--- src/core/qpt_pkg.sv ---
package qpt_pkg;

  // ----------------------------------------------------------------
  // timing
  // ----------------------------------------------------------------
  localparam int CLK_PERIOD_NS = 100;
  // typical nonvolatile write time, well inside the 10 ms worst case
  localparam int NV_WRITE_TIME_NS = 5000000;
  localparam int NV_WRITE_CYCLES = NV_WRITE_TIME_NS / CLK_PERIOD_NS;
  // wiper settle delay; least time, so round up
  localparam int WIPER_SETTLE_NS = 1000;
  localparam int WIPER_SETTLE_CYCLES =
    (WIPER_SETTLE_NS + CLK_PERIOD_NS - 1) / CLK_PERIOD_NS;

  // ----------------------------------------------------------------
  // geometry and field layout
  // ----------------------------------------------------------------
  localparam int POTS = 4;
  localparam int REGS = 4;
  localparam int TAPS = 64;
  localparam int DATA_W = 8;
  localparam int POS_W = 6;
  localparam int CHAIN_BIT = 7;
  localparam int WOFF_BIT = 6;
  localparam int OP_LSB = 4;
  localparam int POT_LSB = 2;
  localparam int REG_LSB = 0;
  localparam logic [5:0] POS_MAX = 6'h3F;
  localparam logic [5:0] POS_MIN = 6'h00;
  localparam logic [3:0] LAST_BIT = 4'h7;
  localparam logic [2:0] ONE_ENTRY = 3'h1;
  localparam logic [2:0] ALL_ENTRIES = 3'h4;
  localparam logic [1:0] RECALL_REG = 2'h0;
  // device type code; value is arbitrary
  localparam logic [3:0] DEVICE_TYPE_DEFAULT = 4'h9;

  // ----------------------------------------------------------------
  // opcodes
  // ----------------------------------------------------------------
  localparam logic [3:0] OP_RD_WPR = 4'h9;
  localparam logic [3:0] OP_WR_WPR = 4'hA;
  localparam logic [3:0] OP_RD_SSR = 4'hB;
  localparam logic [3:0] OP_WR_SSR = 4'hC;
  localparam logic [3:0] OP_SSR_TO_WPR = 4'hD;
  localparam logic [3:0] OP_WPR_TO_SSR = 4'hE;
  localparam logic [3:0] OP_ALL_SSR_TO_WPR = 4'h1;
  localparam logic [3:0] OP_ALL_WPR_TO_SSR = 4'h8;
  localparam logic [3:0] OP_STEP = 4'h2;

  // ----------------------------------------------------------------
  // link states
  // ----------------------------------------------------------------
  typedef enum logic [8:0] {
    S_IDLE = 9'h001,
    S_ADDR = 9'h002,
    S_INSTR = 9'h004,
    S_DATA = 9'h008,
    S_ACK = 9'h010,
    S_SEND = 9'h020,
    S_MACK = 9'h040,
    S_STEP = 9'h080,
    S_SKIP = 9'h100
  } qpt_state_t;

endpackage

--- src/core/qpt_core.sv ---
`timescale 1ns/100ps
module qpt_core
  import qpt_pkg::*;
#(
  parameter int WRITE_CYCLES = qpt_pkg::NV_WRITE_CYCLES,
  parameter logic [3:0] DEVICE_TYPE = qpt_pkg::DEVICE_TYPE_DEFAULT
) (
  input wire logic clk,
  input wire logic resetn,
  input wire logic scl,
  input wire logic sda_in,
  output logic sda_out,
  output logic sda_oe_n,
  input wire logic [3:0] address_select_inputs,
  output logic [qpt_pkg::POTS*qpt_pkg::TAPS-1:0] tap_switch_on,
  output logic [qpt_pkg::POTS-1:0] chain_enable_flag,
  output logic [qpt_pkg::POTS-1:0] wiper_off_flag,
  output logic nv_write_busy
);
  import qpt_pkg::*;

  localparam int BUSY_W = $clog2(WRITE_CYCLES + 1);
  localparam int SET_W = $clog2(WIPER_SETTLE_CYCLES + 1);

  // ----------------------------------------------------------------
  // state
  // ----------------------------------------------------------------
  typedef struct packed {
    qpt_state_t state;
    qpt_state_t ack_next;
    logic scl_q;
    logic sda_q;
    logic [3:0] bit_cnt;
    logic [7:0] shift;
    logic [7:0] tx;
    logic ack_on;
    logic oe_n;
    logic [3:0] opcode;
    logic [1:0] pot;
    logic [3:0] cmd_addr;
    logic [POTS-1:0][DATA_W-1:0] wiper;
    logic [POTS-1:0][DATA_W-1:0] shown;
    logic [SET_W-1:0] settle_cnt;
    logic [2:0] ld_left;
    logic [1:0] ld_idx;
    logic [1:0] ld_reg;
    logic ld_wr;
    logic [1:0] ld_wr_idx;
    logic nv_pend;
    logic nv_all;
    logic [3:0] nv_addr;
    logic [7:0] nv_data;
    logic busy;
    logic [BUSY_W-1:0] busy_cnt;
    logic [2:0] wr_left;
    logic [1:0] wr_idx;
  } qpt_core_t;

  qpt_core_t r;
  qpt_core_t n;

  logic scl_s;
  logic sda_s;
  logic [3:0] addr_s;
  logic scl_rise;
  logic scl_fall;
  logic start_seen;
  logic stop_seen;
  logic rx_state;
  logic got_byte;
  logic [7:0] byte_in;
  logic [5:0] pos;
  logic mem_we;
  logic [3:0] mem_waddr;
  logic [7:0] mem_wdata;
  logic [3:0] mem_raddr;
  logic [7:0] mem_q;

  // ----------------------------------------------------------------
  // pin sampling and storage
  // ----------------------------------------------------------------
  qpt_sync2 #(
    .WIDTH(6),
    .RST_VAL(6'h3F)
  ) u_sync (
    .clk(clk),
    .resetn(resetn),
    .d({scl, sda_in, address_select_inputs}),
    .q({scl_s, sda_s, addr_s})
  );

  qpt_nv_store #(
    .DEPTH(POTS * REGS),
    .WIDTH(DATA_W)
  ) u_store (
    .clk(clk),
    .wr_en(mem_we),
    .wr_addr(mem_waddr),
    .wr_data(mem_wdata),
    .rd_addr(mem_raddr),
    .rd_data(mem_q)
  );

  // ----------------------------------------------------------------
  // line events, seen from the synchronised copies
  // ----------------------------------------------------------------
  assign scl_rise = scl_s & ~r.scl_q;
  assign scl_fall = ~scl_s & r.scl_q;
  assign start_seen = scl_s & r.scl_q & r.sda_q & ~sda_s;
  assign stop_seen = scl_s & r.scl_q & ~r.sda_q & sda_s;
  assign rx_state = (r.state == S_ADDR) | (r.state == S_INSTR) |
    (r.state == S_DATA);
  assign got_byte = rx_state & scl_rise & (r.bit_cnt == LAST_BIT);
  assign byte_in = {r.shift[6:0], sda_s}; // msb first
  assign pos = r.wiper[r.pot][POS_W-1:0];

  // ----------------------------------------------------------------
  // next state
  // ----------------------------------------------------------------
  always_comb begin
    n = r;
    n.scl_q = scl_s;
    n.sda_q = sda_s;
    mem_we = 1'b0;
    mem_waddr = r.nv_addr;
    mem_wdata = r.nv_data;
    mem_raddr = r.cmd_addr;

    // recall: read one setting per cycle, land it a cycle later
    if (r.ld_left != 3'h0) begin
      mem_raddr = {r.ld_idx, r.ld_reg};
      n.ld_wr = 1'b1;
      n.ld_wr_idx = r.ld_idx;
      n.ld_idx = r.ld_idx + 2'h1;
      n.ld_left = r.ld_left - 3'h1;
    end else begin
      n.ld_wr = 1'b0;
    end
    if (r.ld_wr) begin
      n.wiper[r.ld_wr_idx] = mem_q;
    end

    // nonvolatile write cycle; store is written at its first cycles
    if (r.busy) begin
      if (r.wr_left != 3'h0) begin
        mem_we = 1'b1;
        if (r.nv_all) begin
          mem_waddr = {r.wr_idx, r.nv_addr[1:0]};
          mem_wdata = r.wiper[r.wr_idx];
        end
        n.wr_idx = r.wr_idx + 2'h1;
        n.wr_left = r.wr_left - 3'h1;
      end
      if (r.busy_cnt == '0) begin
        n.busy = 1'b0;
      end else begin
        n.busy_cnt = r.busy_cnt - BUSY_W'(1);
      end
    end

    // receive shift register
    if (rx_state && scl_rise) begin
      n.shift = byte_in;
      n.bit_cnt = r.bit_cnt + 4'h1;
    end

    // link sequence
    unique case (r.state)
      S_IDLE: begin
        n.oe_n = 1'b1;
      end
      S_ADDR: begin
        if (got_byte) begin
          if (byte_in[7:4] == DEVICE_TYPE &&
              byte_in[3:0] == addr_s) begin
            n.state = S_ACK;
            n.ack_next = S_INSTR;
          end else begin
            n.state = S_SKIP;
          end
        end
      end
      S_INSTR: begin
        if (got_byte) begin
          n.opcode = byte_in[7:OP_LSB];
          n.pot = byte_in[POT_LSB+1:POT_LSB];
          n.cmd_addr = byte_in[3:0];
          n.state = S_ACK;
          n.ack_next = S_SKIP;
          unique case (byte_in[7:OP_LSB])
            OP_RD_WPR, OP_RD_SSR: n.ack_next = S_SEND;
            OP_WR_WPR, OP_WR_SSR: n.ack_next = S_DATA;
            OP_SSR_TO_WPR: begin
              n.ld_idx = byte_in[POT_LSB+1:POT_LSB];
              n.ld_reg = byte_in[REG_LSB+1:REG_LSB];
              n.ld_left = ONE_ENTRY;
            end
            OP_ALL_SSR_TO_WPR: begin
              n.ld_idx = 2'h0;
              n.ld_reg = byte_in[REG_LSB+1:REG_LSB];
              n.ld_left = ALL_ENTRIES;
            end
            OP_WPR_TO_SSR: begin
              n.nv_pend = 1'b1;
              n.nv_all = 1'b0;
              n.nv_addr = byte_in[3:0];
              n.nv_data = r.wiper[byte_in[POT_LSB+1:POT_LSB]];
            end
            OP_ALL_WPR_TO_SSR: begin
              n.nv_pend = 1'b1;
              n.nv_all = 1'b1;
              n.nv_addr = byte_in[3:0];
            end
            OP_STEP: n.ack_next = S_STEP;
            default: n.state = S_SKIP;
          endcase
        end
      end
      S_DATA: begin
        if (got_byte) begin
          n.state = S_ACK;
          n.ack_next = S_SKIP;
          if (r.opcode == OP_WR_WPR) begin
            n.wiper[r.pot] = byte_in;
          end else begin
            n.nv_pend = 1'b1;
            n.nv_all = 1'b0;
            n.nv_addr = r.cmd_addr;
            n.nv_data = byte_in;
          end
        end
      end
      S_ACK: begin
        // pull low on the fall after bit 8, free it after clock 9
        if (scl_fall) begin
          if (!r.ack_on) begin
            n.ack_on = 1'b1;
            n.oe_n = 1'b0;
          end else begin
            n.ack_on = 1'b0;
            n.oe_n = 1'b1;
            n.state = r.ack_next;
            n.bit_cnt = 4'h0;
            if (r.ack_next == S_SEND) begin
              n.tx = (r.opcode == OP_RD_SSR) ? mem_q : r.wiper[r.pot];
              n.oe_n = n.tx[7];
              n.tx = {n.tx[6:0], 1'b0};
              n.bit_cnt = 4'h1;
            end
          end
        end
      end
      S_SEND: begin
        if (scl_fall) begin
          if (r.bit_cnt == LAST_BIT + 4'h1) begin
            n.oe_n = 1'b1;
            n.state = S_MACK;
          end else begin
            n.oe_n = r.tx[7];
            n.tx = {r.tx[6:0], 1'b0};
            n.bit_cnt = r.bit_cnt + 4'h1;
          end
        end
      end
      S_MACK: begin
        // the master's own answer is not needed: one byte per read
        if (scl_fall) begin
          n.state = S_SKIP;
        end
      end
      S_STEP: begin
        if (scl_rise) begin
          if (sda_s && pos != POS_MAX) begin
            n.wiper[r.pot][POS_W-1:0] = pos + 6'h01;
          end else if (!sda_s && pos != POS_MIN) begin
            n.wiper[r.pot][POS_W-1:0] = pos - 6'h01;
          end
        end
      end
      S_SKIP: begin
        n.oe_n = 1'b1;
      end
      default: begin
        n.state = S_IDLE;
        n.oe_n = 1'b1;
      end
    endcase

    // start and stop override the sequence; a write cycle mutes both
    if (start_seen && !r.busy) begin
      n.state = S_ADDR;
      n.bit_cnt = 4'h0;
      n.ack_on = 1'b0;
      n.oe_n = 1'b1;
      n.nv_pend = 1'b0;
    end else if (stop_seen) begin
      n.state = S_IDLE;
      n.ack_on = 1'b0;
      n.oe_n = 1'b1;
      if (r.nv_pend && !r.busy) begin
        n.nv_pend = 1'b0;
        n.busy = 1'b1;
        n.busy_cnt = BUSY_W'(WRITE_CYCLES - 1);
        n.wr_idx = 2'h0;
        n.wr_left = r.nv_all ? ALL_ENTRIES : ONE_ENTRY;
      end
    end
    if (r.busy) begin
      n.state = S_IDLE;
      n.oe_n = 1'b1;
    end

    // taps follow the wiper register after a settle delay
    if (r.wiper != r.shown) begin
      if (r.settle_cnt == SET_W'(WIPER_SETTLE_CYCLES - 1)) begin
        n.shown = r.wiper;
        n.settle_cnt = '0;
      end else begin
        n.settle_cnt = r.settle_cnt + SET_W'(1);
      end
    end else begin
      n.settle_cnt = '0;
    end
  end

  // ----------------------------------------------------------------
  // register; reset starts the power-up recall from setting 0
  // ----------------------------------------------------------------
  always_ff @(posedge clk) begin
    if (!resetn) begin
      r <= '0;
      r.state <= S_IDLE;
      r.ack_next <= S_IDLE;
      r.scl_q <= 1'b1;
      r.sda_q <= 1'b1;
      r.oe_n <= 1'b1;
      r.ld_left <= ALL_ENTRIES;
      r.ld_reg <= RECALL_REG;
    end else begin
      r <= n;
    end
  end

  // ----------------------------------------------------------------
  // outputs; open drain, so only the enable moves
  // ----------------------------------------------------------------
  assign sda_out = 1'b0;
  assign sda_oe_n = r.oe_n;
  assign nv_write_busy = r.busy;

  // one-hot tap decode per pot: always exactly one switch on
  for (genvar g = 0; g < POTS; g++) begin : g_tap
    assign tap_switch_on[g*TAPS +: TAPS] =
      {{(TAPS-1){1'b0}}, 1'b1} << r.shown[g][POS_W-1:0];
    assign chain_enable_flag[g] = r.shown[g][CHAIN_BIT];
    assign wiper_off_flag[g] = r.shown[g][WOFF_BIT];
  end

endmodule

--- src/core/qpt_nv_store.sv ---
`timescale 1ns/100ps
module qpt_nv_store #(
  parameter int DEPTH = 16,
  parameter int WIDTH = 8,
  parameter int AW = $clog2(DEPTH)
) (
  input wire logic clk,
  input wire logic wr_en,
  input wire logic [AW-1:0] wr_addr,
  input wire logic [WIDTH-1:0] wr_data,
  input wire logic [AW-1:0] rd_addr,
  output logic [WIDTH-1:0] rd_data
);

  logic [WIDTH-1:0] mem [DEPTH];

  // --------------------------------------------------------------
  // storage has no reset: it models memory that survives power-down
  // --------------------------------------------------------------
  always_ff @(posedge clk) begin
    if (wr_en) begin
      mem[wr_addr] <= wr_data;
    end
    rd_data <= mem[rd_addr]; // one cycle read latency
  end

endmodule

--- src/core/qpt_sync2.sv ---
`timescale 1ns/100ps
module qpt_sync2 #(
  parameter int WIDTH = 1,
  parameter logic [WIDTH-1:0] RST_VAL = '1
) (
  input wire logic clk,
  input wire logic resetn,
  input wire logic [WIDTH-1:0] d,
  output logic [WIDTH-1:0] q
);

  logic [WIDTH-1:0] meta;

  // --------------------------------------------------------------
  // two stages; only the second stage is read outside
  // --------------------------------------------------------------
  always_ff @(posedge clk) begin
    if (!resetn) begin
      meta <= RST_VAL;
      q <= RST_VAL;
    end else begin
      meta <= d;
      q <= meta;
    end
  end

endmodule

--- config.mk ---
export PLATFORM = sky130hd
export DESIGN_NAME = qpt_core
export DESIGN_NICKNAME = d
export VERILOG_FILES = /design/src/core/qpt_pkg.sv /design/src/core/qpt_core.sv /design/src/core/qpt_nv_store.sv /design/src/core/qpt_sync2.sv
export SDC_FILE = /design/constraint.sdc
export NUM_CORES = 1
export LEC_CHECK = 0
export ABC_AREA = 1
export BUFFER_PORTS_ARGS = -buffer_cell sky130_fd_sc_hd__buf_2
export CAP_MARGIN = 20
export CELL_PAD_IN_SITES_DETAIL_PLACEMENT = 0
export CELL_PAD_IN_SITES_GLOBAL_PLACEMENT = 1
export CORE_UTILIZATION = 35
export DETAILED_ROUTE_END_ITERATION = 8
export PLACE_DENSITY_LB_ADDON = 0.1
export REMOVE_ABC_BUFFERS = 1
export SKIP_CTS_REPAIR_TIMING = 1
export SLEW_MARGIN = 20
export SYNTH_ARGS = -nofsm -noshare
export SYNTH_HDL_FRONTEND = slang
export SYNTH_SLANG_ARGS = --single-unit
export TNS_END_PERCENT = 50
--- constraint.sdc ---
create_clock -name clk -period 3.25 [get_ports clk]
set_clock_uncertainty 0.1 [all_clocks]
set_input_delay 0.8125 -clock clk [delete_from_list [all_inputs] [get_ports clk]]
set_output_delay 0.8125 -clock clk [all_outputs]
set_load 0.005 [all_outputs]
# Word-level counts from Yosys, hierarchy flattened
# Memories as Yosys holds them, arrays and structs flattened. A register that Yosys moved wholly into a read port is not among the register bits.
# Cells that the tools add are included.
# classes
n_addsub	9
n_lt_le_gt_ge	6
eq_ne	50
shift	4
mux	90
bitwise	19
n_reduce_logical	39
# ops
cell	count
$shl 1x6->64 const A	4
$mux 32	6
$bwmux 32	4
$mux 8	14
$mux 22	4
$mux 9	8
$pmux 32 s2	1
$pmux 9 s7	1
$mux 18	3
$pmux 9 s3	2
$bmux 8 s2	3
$demux 8 s2	3
$eq 4x4->1 const B	11
$mux 14	3
$mux 4	8
$ne 32x32->1	1
$pmux 14 s2	1
$ne 2x2->1 const B	11
$ne 4x4->1 const B	5
$eq 9x6->1 const B	2
$reduce_and 9->1	2
$logic_not 16->1	1
$mux 16	1
$pmux 8 s2	1
53 further kinds	117
# word_totals
ff_bits	178
ram_bits	128
inputBits	8
word_cells	255
memories	1
# mem_list
memory	words	width	read_ports	rd_clocked_by_memory_dff	wr	line	source
u_store.mem	16	8	1	1	1	qpt_nv_store.sv:15	logic [WIDTH-1:0] mem [DEPTH];

# Logic depth before layout (Yosys ltp)
# Gate-level depths: netlist (run 1).
# depth
word_depth	11
ltp_mapped	18
depth_no_buf	16

# Hierarchy
# From an unflattened synthesis (run 1), not the netlist that was laid out.
# hier_totals
hier_cells	2720
hier_area_um2	18460.2
# modules_own_cells
module	instances	cells_each	area_each_um2	seq_area_each_um2
qpt_core	1	2132	12351.8	3183.1
qpt_nv_store	1	551	5766.8	4003.8
qpt_sync2	1	37	341.6	240.2

# Worst setup path after synthesis (run 1)
# No wires, ideal clock.
# synth_path
path_kind	reg-to-reg
from	reg r[2] (netlist name)
to	mem u_store.mem[4][0] (enable)
setup_ns	0.370
t_arrival_ns	2.062
required_ns	2.780
path_slack_ns	0.717
stages_incl_launch_ff	11
synth_period_minus_slack_ns	2.533
path_cell_list	dfxtp_1 > inv_1 > ha_1 > ha_1 > nor2_2 > inv_1 > nor2_1 > inv_1 > o21ai_1 > nand2_1 > nor2_1
# synth_between
elab_chain_len	5
elab_cells_between_ends	7
classes_between	mux: 6; reduce/logical: 1
# synth_rtl
element	line	source
start, declared	qpt_core.sv:59	qpt_core_t r;
start signal, assigned	qpt_core.sv:340	r <= n;
$reduce_bool 3->1 (*)	qpt_core.sv:145	if (r.wr_left != 3'h0) begin
$mux 1	qpt_core.sv:145	
$mux 1	qpt_core.sv:144	if (r.busy) begin
$mux 1	qpt_nv_store.sv:21	if (wr_en) begin
$mux 1 (not written as such)	qpt_nv_store.sv:22	mem[wr_addr] <= wr_data;
end, declared	qpt_nv_store.sv:15	
# Mark *: on every way between the ends. The rest lies on a longest branch, timed or not.

# Final worst setup path (run 1)
# layout_path
from	reg r[62] (netlist name)
to	out tap_switch_on[64] (netlist name)
# layout_between
elab_chain_len	1
# layout_rtl
element	line	source
$shl 1x6->64	qpt_core.sv:354	{{(TAPS-1){1'b0}}, 1'b1} << r.shown[g][POS_W-1:0];
end, declared	qpt_core.sv:15	output logic [qpt_pkg::POTS*qpt_pkg::TAPS-1:0] tap_switch_on,
# No other way between the ends.

==> reports/results.ini, run 1 <==
[outcome]
status=finished clean

[setup_path]
path_max_fanout=20
worstPathArrival_ns=2.14
crit_buf_inv=3
crit_type=reg2out
max_stage_delay_ns=0.47
r2r_cells=10
start_kind=register
critPathSlowestCell=inv_1
worstSetupEndpointType=output port
crit_chain=buf_4 > inv_1 > nand4_1 > nor2_1 > buf_2
critPathTopFamily=buffers and inverters
cp.depth=5
crit_required_ns=2.34

[timing]
post-route-min-period_ns=3.05
finalHoldViolations=0
finalMaxSlewViolations=0
rsz0062_at_grt=false
tns_ns=0
holdWs_ns=0.311
fin_crit_sh_pct=93.8
setup_violations=0
slew_headroom_pct=36.2
worstMarginPinSlew_ns=0.956
fmax_mhz=328

[placement]
gp_congestion=0.934
detailed_place_hpwl_um=49100
io_buffers=273

[die]
die_h_um=227
core_um2=50100
die_w_um=227
start_util_pct=35.5
die-area_um2=51600
io_pins=275
rows=82

[power_and_ir_drop]
p_leak_nw=8.99
peakVddDrop_mv=0.416
powerDensity_nw_per_um2=525

[cells_and_area]
fillers=5282
final_common_cell=nor2_1
final_cell_mix=472 x nor2_1, 431 x nand2_1, 273 x buf_2
antenna_cells=0
syn_to_final_growth_pct=18.9
final_nets=2757
drive_gt1_share_pct=18.0

[synth]
avgSynthCellArea_um2=7.09
synth_seq_cells=307
ys_async_sr_fraction_pct=0
synth_seq_area_share_pct=41.8
synthFlopType=dfxtp_1
synth_edf_count=128
ys_types=54
netlist_instances=2504
yosysWarnings=0
netlist_area_um2=17800

[hold_path]
hold_depth=1
min_path_type=reg2reg

[clock_tree]
ctsRootBufferMaster=clkbuf_16
clkLatencyLatePin_ns=0.57
clk_pin_slew_ns=0.05
cts_tree=done
cts_buffers=37
cts_htree_levels=2
cts_buffer_depth=3
cts_sinks=307

[global_route]
grtUsageMet2_pct=42.2
grt-ovfl-total=0
antenna_found_initial=0
gr-usage-met1_pct=32.4
grt_max_degree=65
grt_pass1_vias=16047
busiest_layer=met2
met3_usage_pct=3.36
track_usage_pct=24.9
grt_pass1_wl_um=98100

[detailed_routing]
vias=18095
drt-initial-drc-count=1305
ant_nets=0
viasPerCell=5.27
drc=0
wl_per_cell_um=19.3
finalWirelength_um=66100
drt-pass1-iter-count=6

[flow_run]
drv_cap=0

[path summary, 6_finish.rpt]
| kind | startpoint | end | slack, ns |
|---|---|---|---|
| worst max-delay path | r[62]$_SDFFE_PN0P_ | tap_switch_on[64] | 0.20 |
| worst min-delay path | u_sync.meta[5]$_SDFF_PN1_ | u_sync.q[5]$_SDFF_PN1_ | 0.31 |
| worst max register to register | r[2]$_SDFF_PN0_ | u_store.mem[15][2]$_DFFE_PP_ | 0.32 |
| worst min register to register | u_sync.meta[5]$_SDFF_PN1_ | u_sync.q[5]$_SDFF_PN1_ | 0.31 |
[cell usage after synthesis (3+ instances only)]
cell type	number	area, µm²
o21ai_1	15	75.1
a21oi_1	130	651
edfxtp_1	128	3840
o21ai_2	3	26.3
nand2_1	431	1620
a31oi_1	13	81.3
inv_2	11	41.3
nor4_1	3	18.8
o21bai_1	3	22.5
xnor2_1	7	61.3
inv_1	199	747
buf_6	4	45.0
xor2_1	20	175
a211oi_1	7	52.6
buf_2	25	125
or2_2	20	125
o22ai_1	16	100
o211ai_1	28	210
nor3_1	58	290
o21ai_0	220	1100
buf_1	15	56.3
nand4_1	94	588
ha_1	13	163
o221ai_1	26	228
clkinv_1	11	41.3
clkbuf_1	98	368
nor2_1	472	1770
nand3_1	165	826
buf_4	20	150
nor2_2	19	119
nand2_4	3	33.8
nand2_2	11	68.8
o2111ai_1	6	52.6
nor2_4	6	67.6
dfxtp_1	179	3580
[metal layers]
layer  vias up  routed length (µm)
met5         -                   0
met4         0                2050
met3        97                4060
met2       685               31100
met1      8436               28900
li1       8877                   -
[registers in the layout, summed over array words and instances (netlist names)]
| signal | count |
|---|---|
| sda_oe_n | 1 |
| wiper_off_flag | 4 |
| chain_enable_flag | 4 |
| nv_write_busy | 1 |
| u_sync.q | 6 |
| byte_in | 7 |
| u_store.rd_data | 8 |
| u_sync.meta | 6 |
| r | 142 |
| u_store.mem | 128 |
[kinds of logic (layout without fill, tap and decap cells)]
group	after synthesis	in the layout	synth area share [%]
XOR/XNOR	27	27	1.33
multiplexers	1	1	0.0564
adder cells (fa/ha/maj)	13	13	0.916
other	1	1	0.0211
flip-flops	307	307	41.8
AO/OA/AOI/OAI	482	482	15.4
buffers and inverters	383	642	8.87
AND/OR/NAND/NOR	1290	1290	31.5
[layout make-up]
type	instances	area [µm²]	area share, %
multi-input combinational	1814	8780	41.6
timing repair buffer	355	1990	9.45
inverter	221	830	3.93
clock buffer	47	993	4.70
clock inverter	19	249	1.18
sequential	307	7430	35.2
tap	672	841	3.98
[through the flow]
stage	setup WS, ns	instance area, µm²	utilization [%]	power (mW)	cells
2_1_floorplan	-2.69	17000	-	5.99	2342
3_5_place_dp	0.321	19900	39.7	6.84	3369
5_1_grt	0.0125	21100	42.2	11.6	3435
3_3_place_gp	0.403	19900	39.7	6.83	3369
4_1_cts	0.0799	21100	42.1	11.2	3435
6_report	0.200	21100	42.2	11.1	3435
[where the power goes]
group	leakage (nW)	switching (mW)	internal, mW
sequential	2.41	0.270	4.19
combinational	5.97	1.59	0.727
clock	0.607	1.72	2.57
total	8.99	3.58	7.50
(Power assumes the default switching activity.)
==> run 2: changes to the inputs <==
- CORE_ASPECT_RATIO: unset -> 0.6
- CORE_UTILIZATION: 35 -> 32
- CTS_CLUSTER_DIAMETER: unset -> 200
==> run 2 against run 1 <==
Against the previous run: via count up 2.3%; cell area about the same; total power down 5.4%; global-route usage down 0.77 points; critical path depth up 9; final cell count up 1.8%; register-to-register slack worse by 0.21 ns; sequential share of layout area about the same; wire length up 6.3%; clock-buffer cell count down 9; worst hold slack worse by 0.0027 ns; largest power group unchanged.
==> reports/results.ini, run 2 (synthesized netlist as in run 1, its figures left out) <==
[clock_tree]
cts_buffers=30  ; -19%
cts_sinks=307  ; unchanged
cts_htree_levels=1  ; -1
clkLatencyLatePin_ns=0.60  ; +0.03 ns
cts_tree=done
ctsRootBufferMaster=clkbuf_16
clk_pin_slew_ns=0.07  ; +0.02 ns
cts_buffer_depth=3  ; unchanged

[detailed_routing]
drc=0  ; unchanged
viasPerCell=5.30  ; +0.53%
drt-initial-drc-count=1788  ; +37%
finalWirelength_um=70300  ; +6.3%
ant_nets=0  ; unchanged
vias=18514  ; +2.3%
drt-pass1-iter-count=9  ; +3
wl_per_cell_um=20.1  ; +4.4%

[global_route]
gr-usage-met1_pct=37.6  ; +5.2 points
antenna_found_initial=0  ; unchanged
busiest_layer=met1
grtUsageMet2_pct=31.1  ; -11 points
grt_pass1_wl_um=104000  ; +6.1%
track_usage_pct=24.1  ; -0.77 points
met3_usage_pct=8.27  ; +4.9 points
grt_max_degree=65  ; unchanged
grt-ovfl-total=0  ; unchanged
grt_pass1_vias=16868  ; +5.1%

[setup_path]
reg2reg_from=r[118]$_SDFFE_PN0P_
crit_required_ns=3.60  ; +1.26 ns
worstSetupEndpointType=register
max_stage_delay_ns=0.52  ; +0.05 ns
rrSetupSlack_ns=0.11  ; -0.21 ns
worstPathArrival_ns=3.49  ; +1.35 ns
path_max_fanout=13  ; -35%
crit_top_cell=nand2_1
start_kind=register
startpoint=r[118]$_SDFFE_PN0P_
crit_chain=buf_4 > nand3_1 > nand2_1 > nor2_2 > inv_2 > ha_1 > nand2_1 > nor2_2 > nand2_1 > nand2_2 > nand2_1 > o21ai_0 > nand2_1 > a21oi_1
critPathTopFamily=simple AND/OR/NAND/NOR gates
critPathSlowestCell=dfxtp_1
crit_buf_inv=2  ; -1
crit_type=reg2reg

[timing]
setup_violations=0  ; unchanged
rsz0062_at_grt=false
finalHoldViolations=0  ; unchanged
holdWs_ns=0.309  ; -0.00268 ns
post-route-min-period_ns=3.14  ; +0.0944 ns
finalMaxSlewViolations=0  ; unchanged
slew_headroom_pct=36.2  ; about the same
worstMarginPinSlew_ns=0.956  ; +0.000280 ns
fmax_mhz=318  ; -3.0%
fin_crit_sh_pct=96.8  ; +2.9 points

[hold_path]
hp-start=u_sync.meta[1]$_SDFF_PN1_
min_path_type=reg2reg

[outcome]
status=finished clean

[cells_and_area]
final_cell_mix=470 x nor2_1, 431 x nand2_1, 273 x buf_2
syn_to_final_growth_pct=19.0  ; about the same
drive_gt1_share_pct=18.7  ; +0.71 points
fin_util_pct=38.8  ; -3.4 points
regMostFlops=r
final_nets=2778  ; +0.76%
reg.largest.list=r (142), u_store.mem (128), u_store.rd_data (8)
largest_reg_flops=142  ; unchanged
final_common_cell=nor2_1

[die]
start_util_pct=32.6  ; -2.9 points
io_pins=275  ; unchanged
core_um2=54500  ; +8.9%
die_w_um=306  ; +35%
die_h_um=184  ; -19%
die-area_um2=56500  ; +9.4%
rows=66  ; -20%

[placement]
io_buffers=273  ; unchanged
detailed_place_hpwl_um=53200  ; +8.3%
gp_congestion=0.944  ; +1.0%

[power_and_ir_drop]
p_leak_nw=8.99  ; about the same
peakVddDrop_mv=0.415  ; -0.34%
powerDensity_nw_per_um2=496  ; -5.4%

[flow_run]
drv_cap=0  ; unchanged

run 2: cell types whose count changed in the layout (fill, tap and decap cells not counted), sizes merged:
cell and delta:
buf +28, bufinv -3, clkbuf -9, clkinv -4, clkinvlp +7, diode +1, inv -1
run 2: layout make-up:
| cell class | instances | area, µm² |
|---|---|---|
| Tap cell | 714 | 893 |
| Clock buffer | 38 | 812 |
| Antenna cell | 1 | 2.50 |
| Inverter | 221 | 833 |
| Fill cell | 5674 | 33400 |
| Clock inverter | 18 | 165 |
| Timing Repair Buffer | 383 | 2220 |
| Sequential cell | 307 | 7430 |
| Multi-Input combinational cell | 1814 | 8780 |
run 2: final timing paths:
kind / depth (start not counted) / endpoint
worst max register to register: 14 / r[92]$_SDFF_PN0_
worst max-delay path: 14 / r[92]$_SDFF_PN0_
worst min register to register: 1 / u_sync.q[1]$_SDFF_PN1_
worst min-delay path: 1 / u_sync.q[1]$_SDFF_PN1_
run 2: metal layers:
metal	up-vias	wire length (µm)
met1	8811	35000
li1	8903	-
met5	-	227
met4	6	1040
met3	75	7930
met2	719	26100
run 2: through the flow:
step	std cells	area, µm²	power, mW	setup TNS (ns)	worst slack [ns]
6_report	3496	21100	10.5	0	0.106
5_1_grt	3495	21100	11.1	0	0.0299
4_1_cts	3492	21100	10.5	-0.0412	-0.0172
3_5_place_dp	3436	20100	6.94	0	0.330
3_3_place_gp	3436	20100	6.94	0	0.270
2_1_floorplan	2342	17000	5.99	-30.51	-2.69
run 2: power by group:
group	leakage [nW]	internal (mW)	switching, mW
Clock	0.460	1.94	1.63
Sequential	2.41	4.19	0.300
Combinational	6.12	0.742	1.69
Total	8.99	6.87	3.62
==> run 3: changes to the inputs <==
- PLACE_DENSITY: unset -> 0.62
- PLACE_DENSITY_LB_ADDON: 0.1 -> unset
==> run 3 against run 2 <==
Against the previous run: non-clock buffer count shrank 11; sequential share of layout area shrank 0.24 points; total power up 6.5%; clock power grew 18%; flip-flop and latch count stayed put; critical path depth is 8 lower; core utilization is 0.26 points higher; global-route usage down 0.86 points; die area unchanged; final cell count decreased by 0.14%; maximum frequency fell by 1.6%; wire length shrank 3.7%.
==> reports/results.ini, run 3 (synthesized netlist as in run 1, its figures left out) <==
[placement]
io_buffers=273  ; unchanged
gp_congestion=0.919  ; -2.7%
detailed_place_hpwl_um=50800  ; -4.6%
placedInstanceArea_um2=20000  ; -0.34%

[global_route]
track_usage_pct=23.3  ; -0.86 points
grt_pass1_vias=16265  ; -3.6%
grtUsageMet2_pct=31.1  ; about the same
gr-usage-met1_pct=36.9  ; -0.74 points
grt_max_degree=66  ; +1.5%
met3_usage_pct=6.01  ; -2.3 points
grt_pass1_wl_um=101000  ; -3.2%
grt-ovfl-total=0  ; unchanged
busiest_layer=met1
antenna_found_initial=3  ; +3

[cells_and_area]
final_nets=2771  ; -0.25%
final_cell_mix=472 x nor2_1, 430 x nand2_1, 273 x buf_2
drive_gt1_share_pct=18.5  ; -0.22 points
stdcell_area_um2=21300  ; +0.67%
final_common_cell=nor2_1
fillers=5689  ; +0.26%
largest_reg_flops=142  ; unchanged
regMostFlops=r
reg.largest.list=r (142), u_store.mem (128), u_store.rd_data (8)
fin_util_pct=39.0  ; +0.26 points
syn_to_final_growth_pct=19.8

[setup_path]
crit_required_ns=2.34  ; -1.26 ns
r2r_end=r[86]$_SDFF_PN0_
reg2reg_from=r[118]$_SDFFE_PN0P_
crit_type=reg2out
r2r_cells=16  ; +2
start_kind=register
path_max_fanout=16  ; +3
rrSetupSlack_ns=0.37  ; +0.26 ns
worstPathArrival_ns=2.28  ; -1.21 ns
worstSetupEndpointType=output port

[hold_path]
min_path_type=reg2reg
hp-start=u_sync.meta[2]$_SDFF_PN1_
worst_hold_path.endpoint=u_sync.q[2]$_SDFF_PN1_
hold_depth=1  ; unchanged

[clock_tree]
cts_buffers=34  ; +13%
ctsRootBufferMaster=clkbuf_16
cts_sinks=307  ; unchanged
clkLatencyLatePin_ns=0.54  ; -0.06 ns
cts_htree_levels=2  ; +1
cts_buffer_depth=3  ; unchanged
clk_pin_slew_ns=0.06  ; about the same
cts_tree=done

[detailed_routing]
drc=0  ; unchanged
vias=18404  ; -0.59%
viasPerCell=5.27  ; -0.45%
finalWirelength_um=67700  ; -3.7%
wl_per_cell_um=19.4  ; -3.5%
ant_nets=0  ; unchanged
drt-pass1-iter-count=7  ; -2
drt-initial-drc-count=1686  ; -5.7%

[power_and_ir_drop]
power_mw=11.2  ; +6.5%
peakVddDrop_mv=0.492  ; +19%
powerDensity_nw_per_um2=525  ; +5.8%
p_leak_nw=9.06  ; +0.81%

[timing]
post-route-min-period_ns=3.20  ; +0.0512 ns
rsz0062_at_grt=true
slew_headroom_pct=40.8  ; +4.6 points
fin_crit_sh_pct=98.3  ; +1.6 points
finalMaxSlewViolations=0  ; unchanged
finalHoldViolations=0  ; unchanged
tns_ns=0  ; unchanged
worstMarginPinSlew_ns=0.887  ; -0.0690 ns
fmax_mhz=313  ; -1.6%
setup_violations=0  ; unchanged

[die]
die-area_um2=56500  ; unchanged
die_h_um=184  ; unchanged
io_pins=275  ; unchanged
core_um2=54500  ; unchanged
start_util_pct=32.6  ; unchanged
die_w_um=306  ; unchanged
rows=66  ; unchanged

[flow_run]
drv_cap=0  ; unchanged

[outcome]
status=finished clean

-- run 3: changes by cell type in the layout (fill, tap and decap cells not counted), moves of 3 or more --
cell	before	now
clkbuf_1	6	1
buf_4	108	96
clkinv_2	3	6
clkinvlp_2	4	0
bufinv_16	2	7
clkinv_1	12	19
clkbuf_16	31	34
-- run 3: critical path, stage by stage, from the launching register on --
cell and delay (ns):
dfxtp_1 0.57, inv_1 0.35, nor3_1 0.22, buf_4 0.17, nand3_1 0.16, nor2_1 0.16
buf_2 0.13
-- run 3: worst max-delay path by stage --
stage | from | endpoint | slack, ns | depth (start not counted)
2_1_floorplan | r[43]$_SDFF_PN0_ | u_store.rd_data[5]$_DFF_P_ | -2.69 | 10
3_3_place_gp | r[43]$_SDFF_PN0_ | u_store.rd_data[5]$_DFF_P_ | 0.53 | 11
3_5_place_dp | r[118]$_SDFFE_PN0P_ | r[86]$_SDFF_PN0_ | 0.45 | 16
4_1_cts | r[68]$_SDFFE_PN0P_ | tap_switch_on[183] | -0.09 | 5
5_1_grt | r[52]$_SDFFE_PN0P_ | tap_switch_on[23] | -0.08 | 6
6_report | r[52]$_SDFFE_PN0P_ | tap_switch_on[23] | 0.05 | 6
-- run 3: final cells by class --
class / instances / area, µm² / area share (%)
diodes: 1 / 2.50 / 0.0118
clock buffers: 35 / 855 / 4.02
clock inverters: 27 / 329 / 1.55
inverters: 221 / 837 / 3.93
multi-input cells: 1814 / 8780 / 41.3
flip-flops and latches: 307 / 7430 / 34.9
well taps: 714 / 893 / 4.20
repair buffers: 372 / 2150 / 10.1
-- run 3: layer usage --
metal  vias to the layer above  share of wire (%)  wire length [µm]
li1                       8908                  -                 -
met1                      8689                 51             34600
met2                       728                 38             25800
met3                        75                9.3              6290
met4                         4                1.4               925
met5                         -              0.031                21
-- run 3: per-stage QoR --
| stage | worst slack (ns) | instances | hold slack, ns |
|---|---|---|---|
| detailed placement | 0.448 | 3425 | 0.297 |
| global placement | 0.532 | 3425 | 0.295 |
| finish | 0.0544 | 3491 | 0.311 |
| CTS | -0.0865 | 3487 | 0.311 |
| floorplan | -2.69 | 2342 | 0.293 |
| global route | -0.0813 | 3490 | 0.323 |
-- run 3: power by group --
part | switching [mW] | internal, mW
Combinational | 1.70 | 0.757
Clock | 1.72 | 2.49
Sequential | 0.320 | 4.19
Total | 3.73 | 7.44
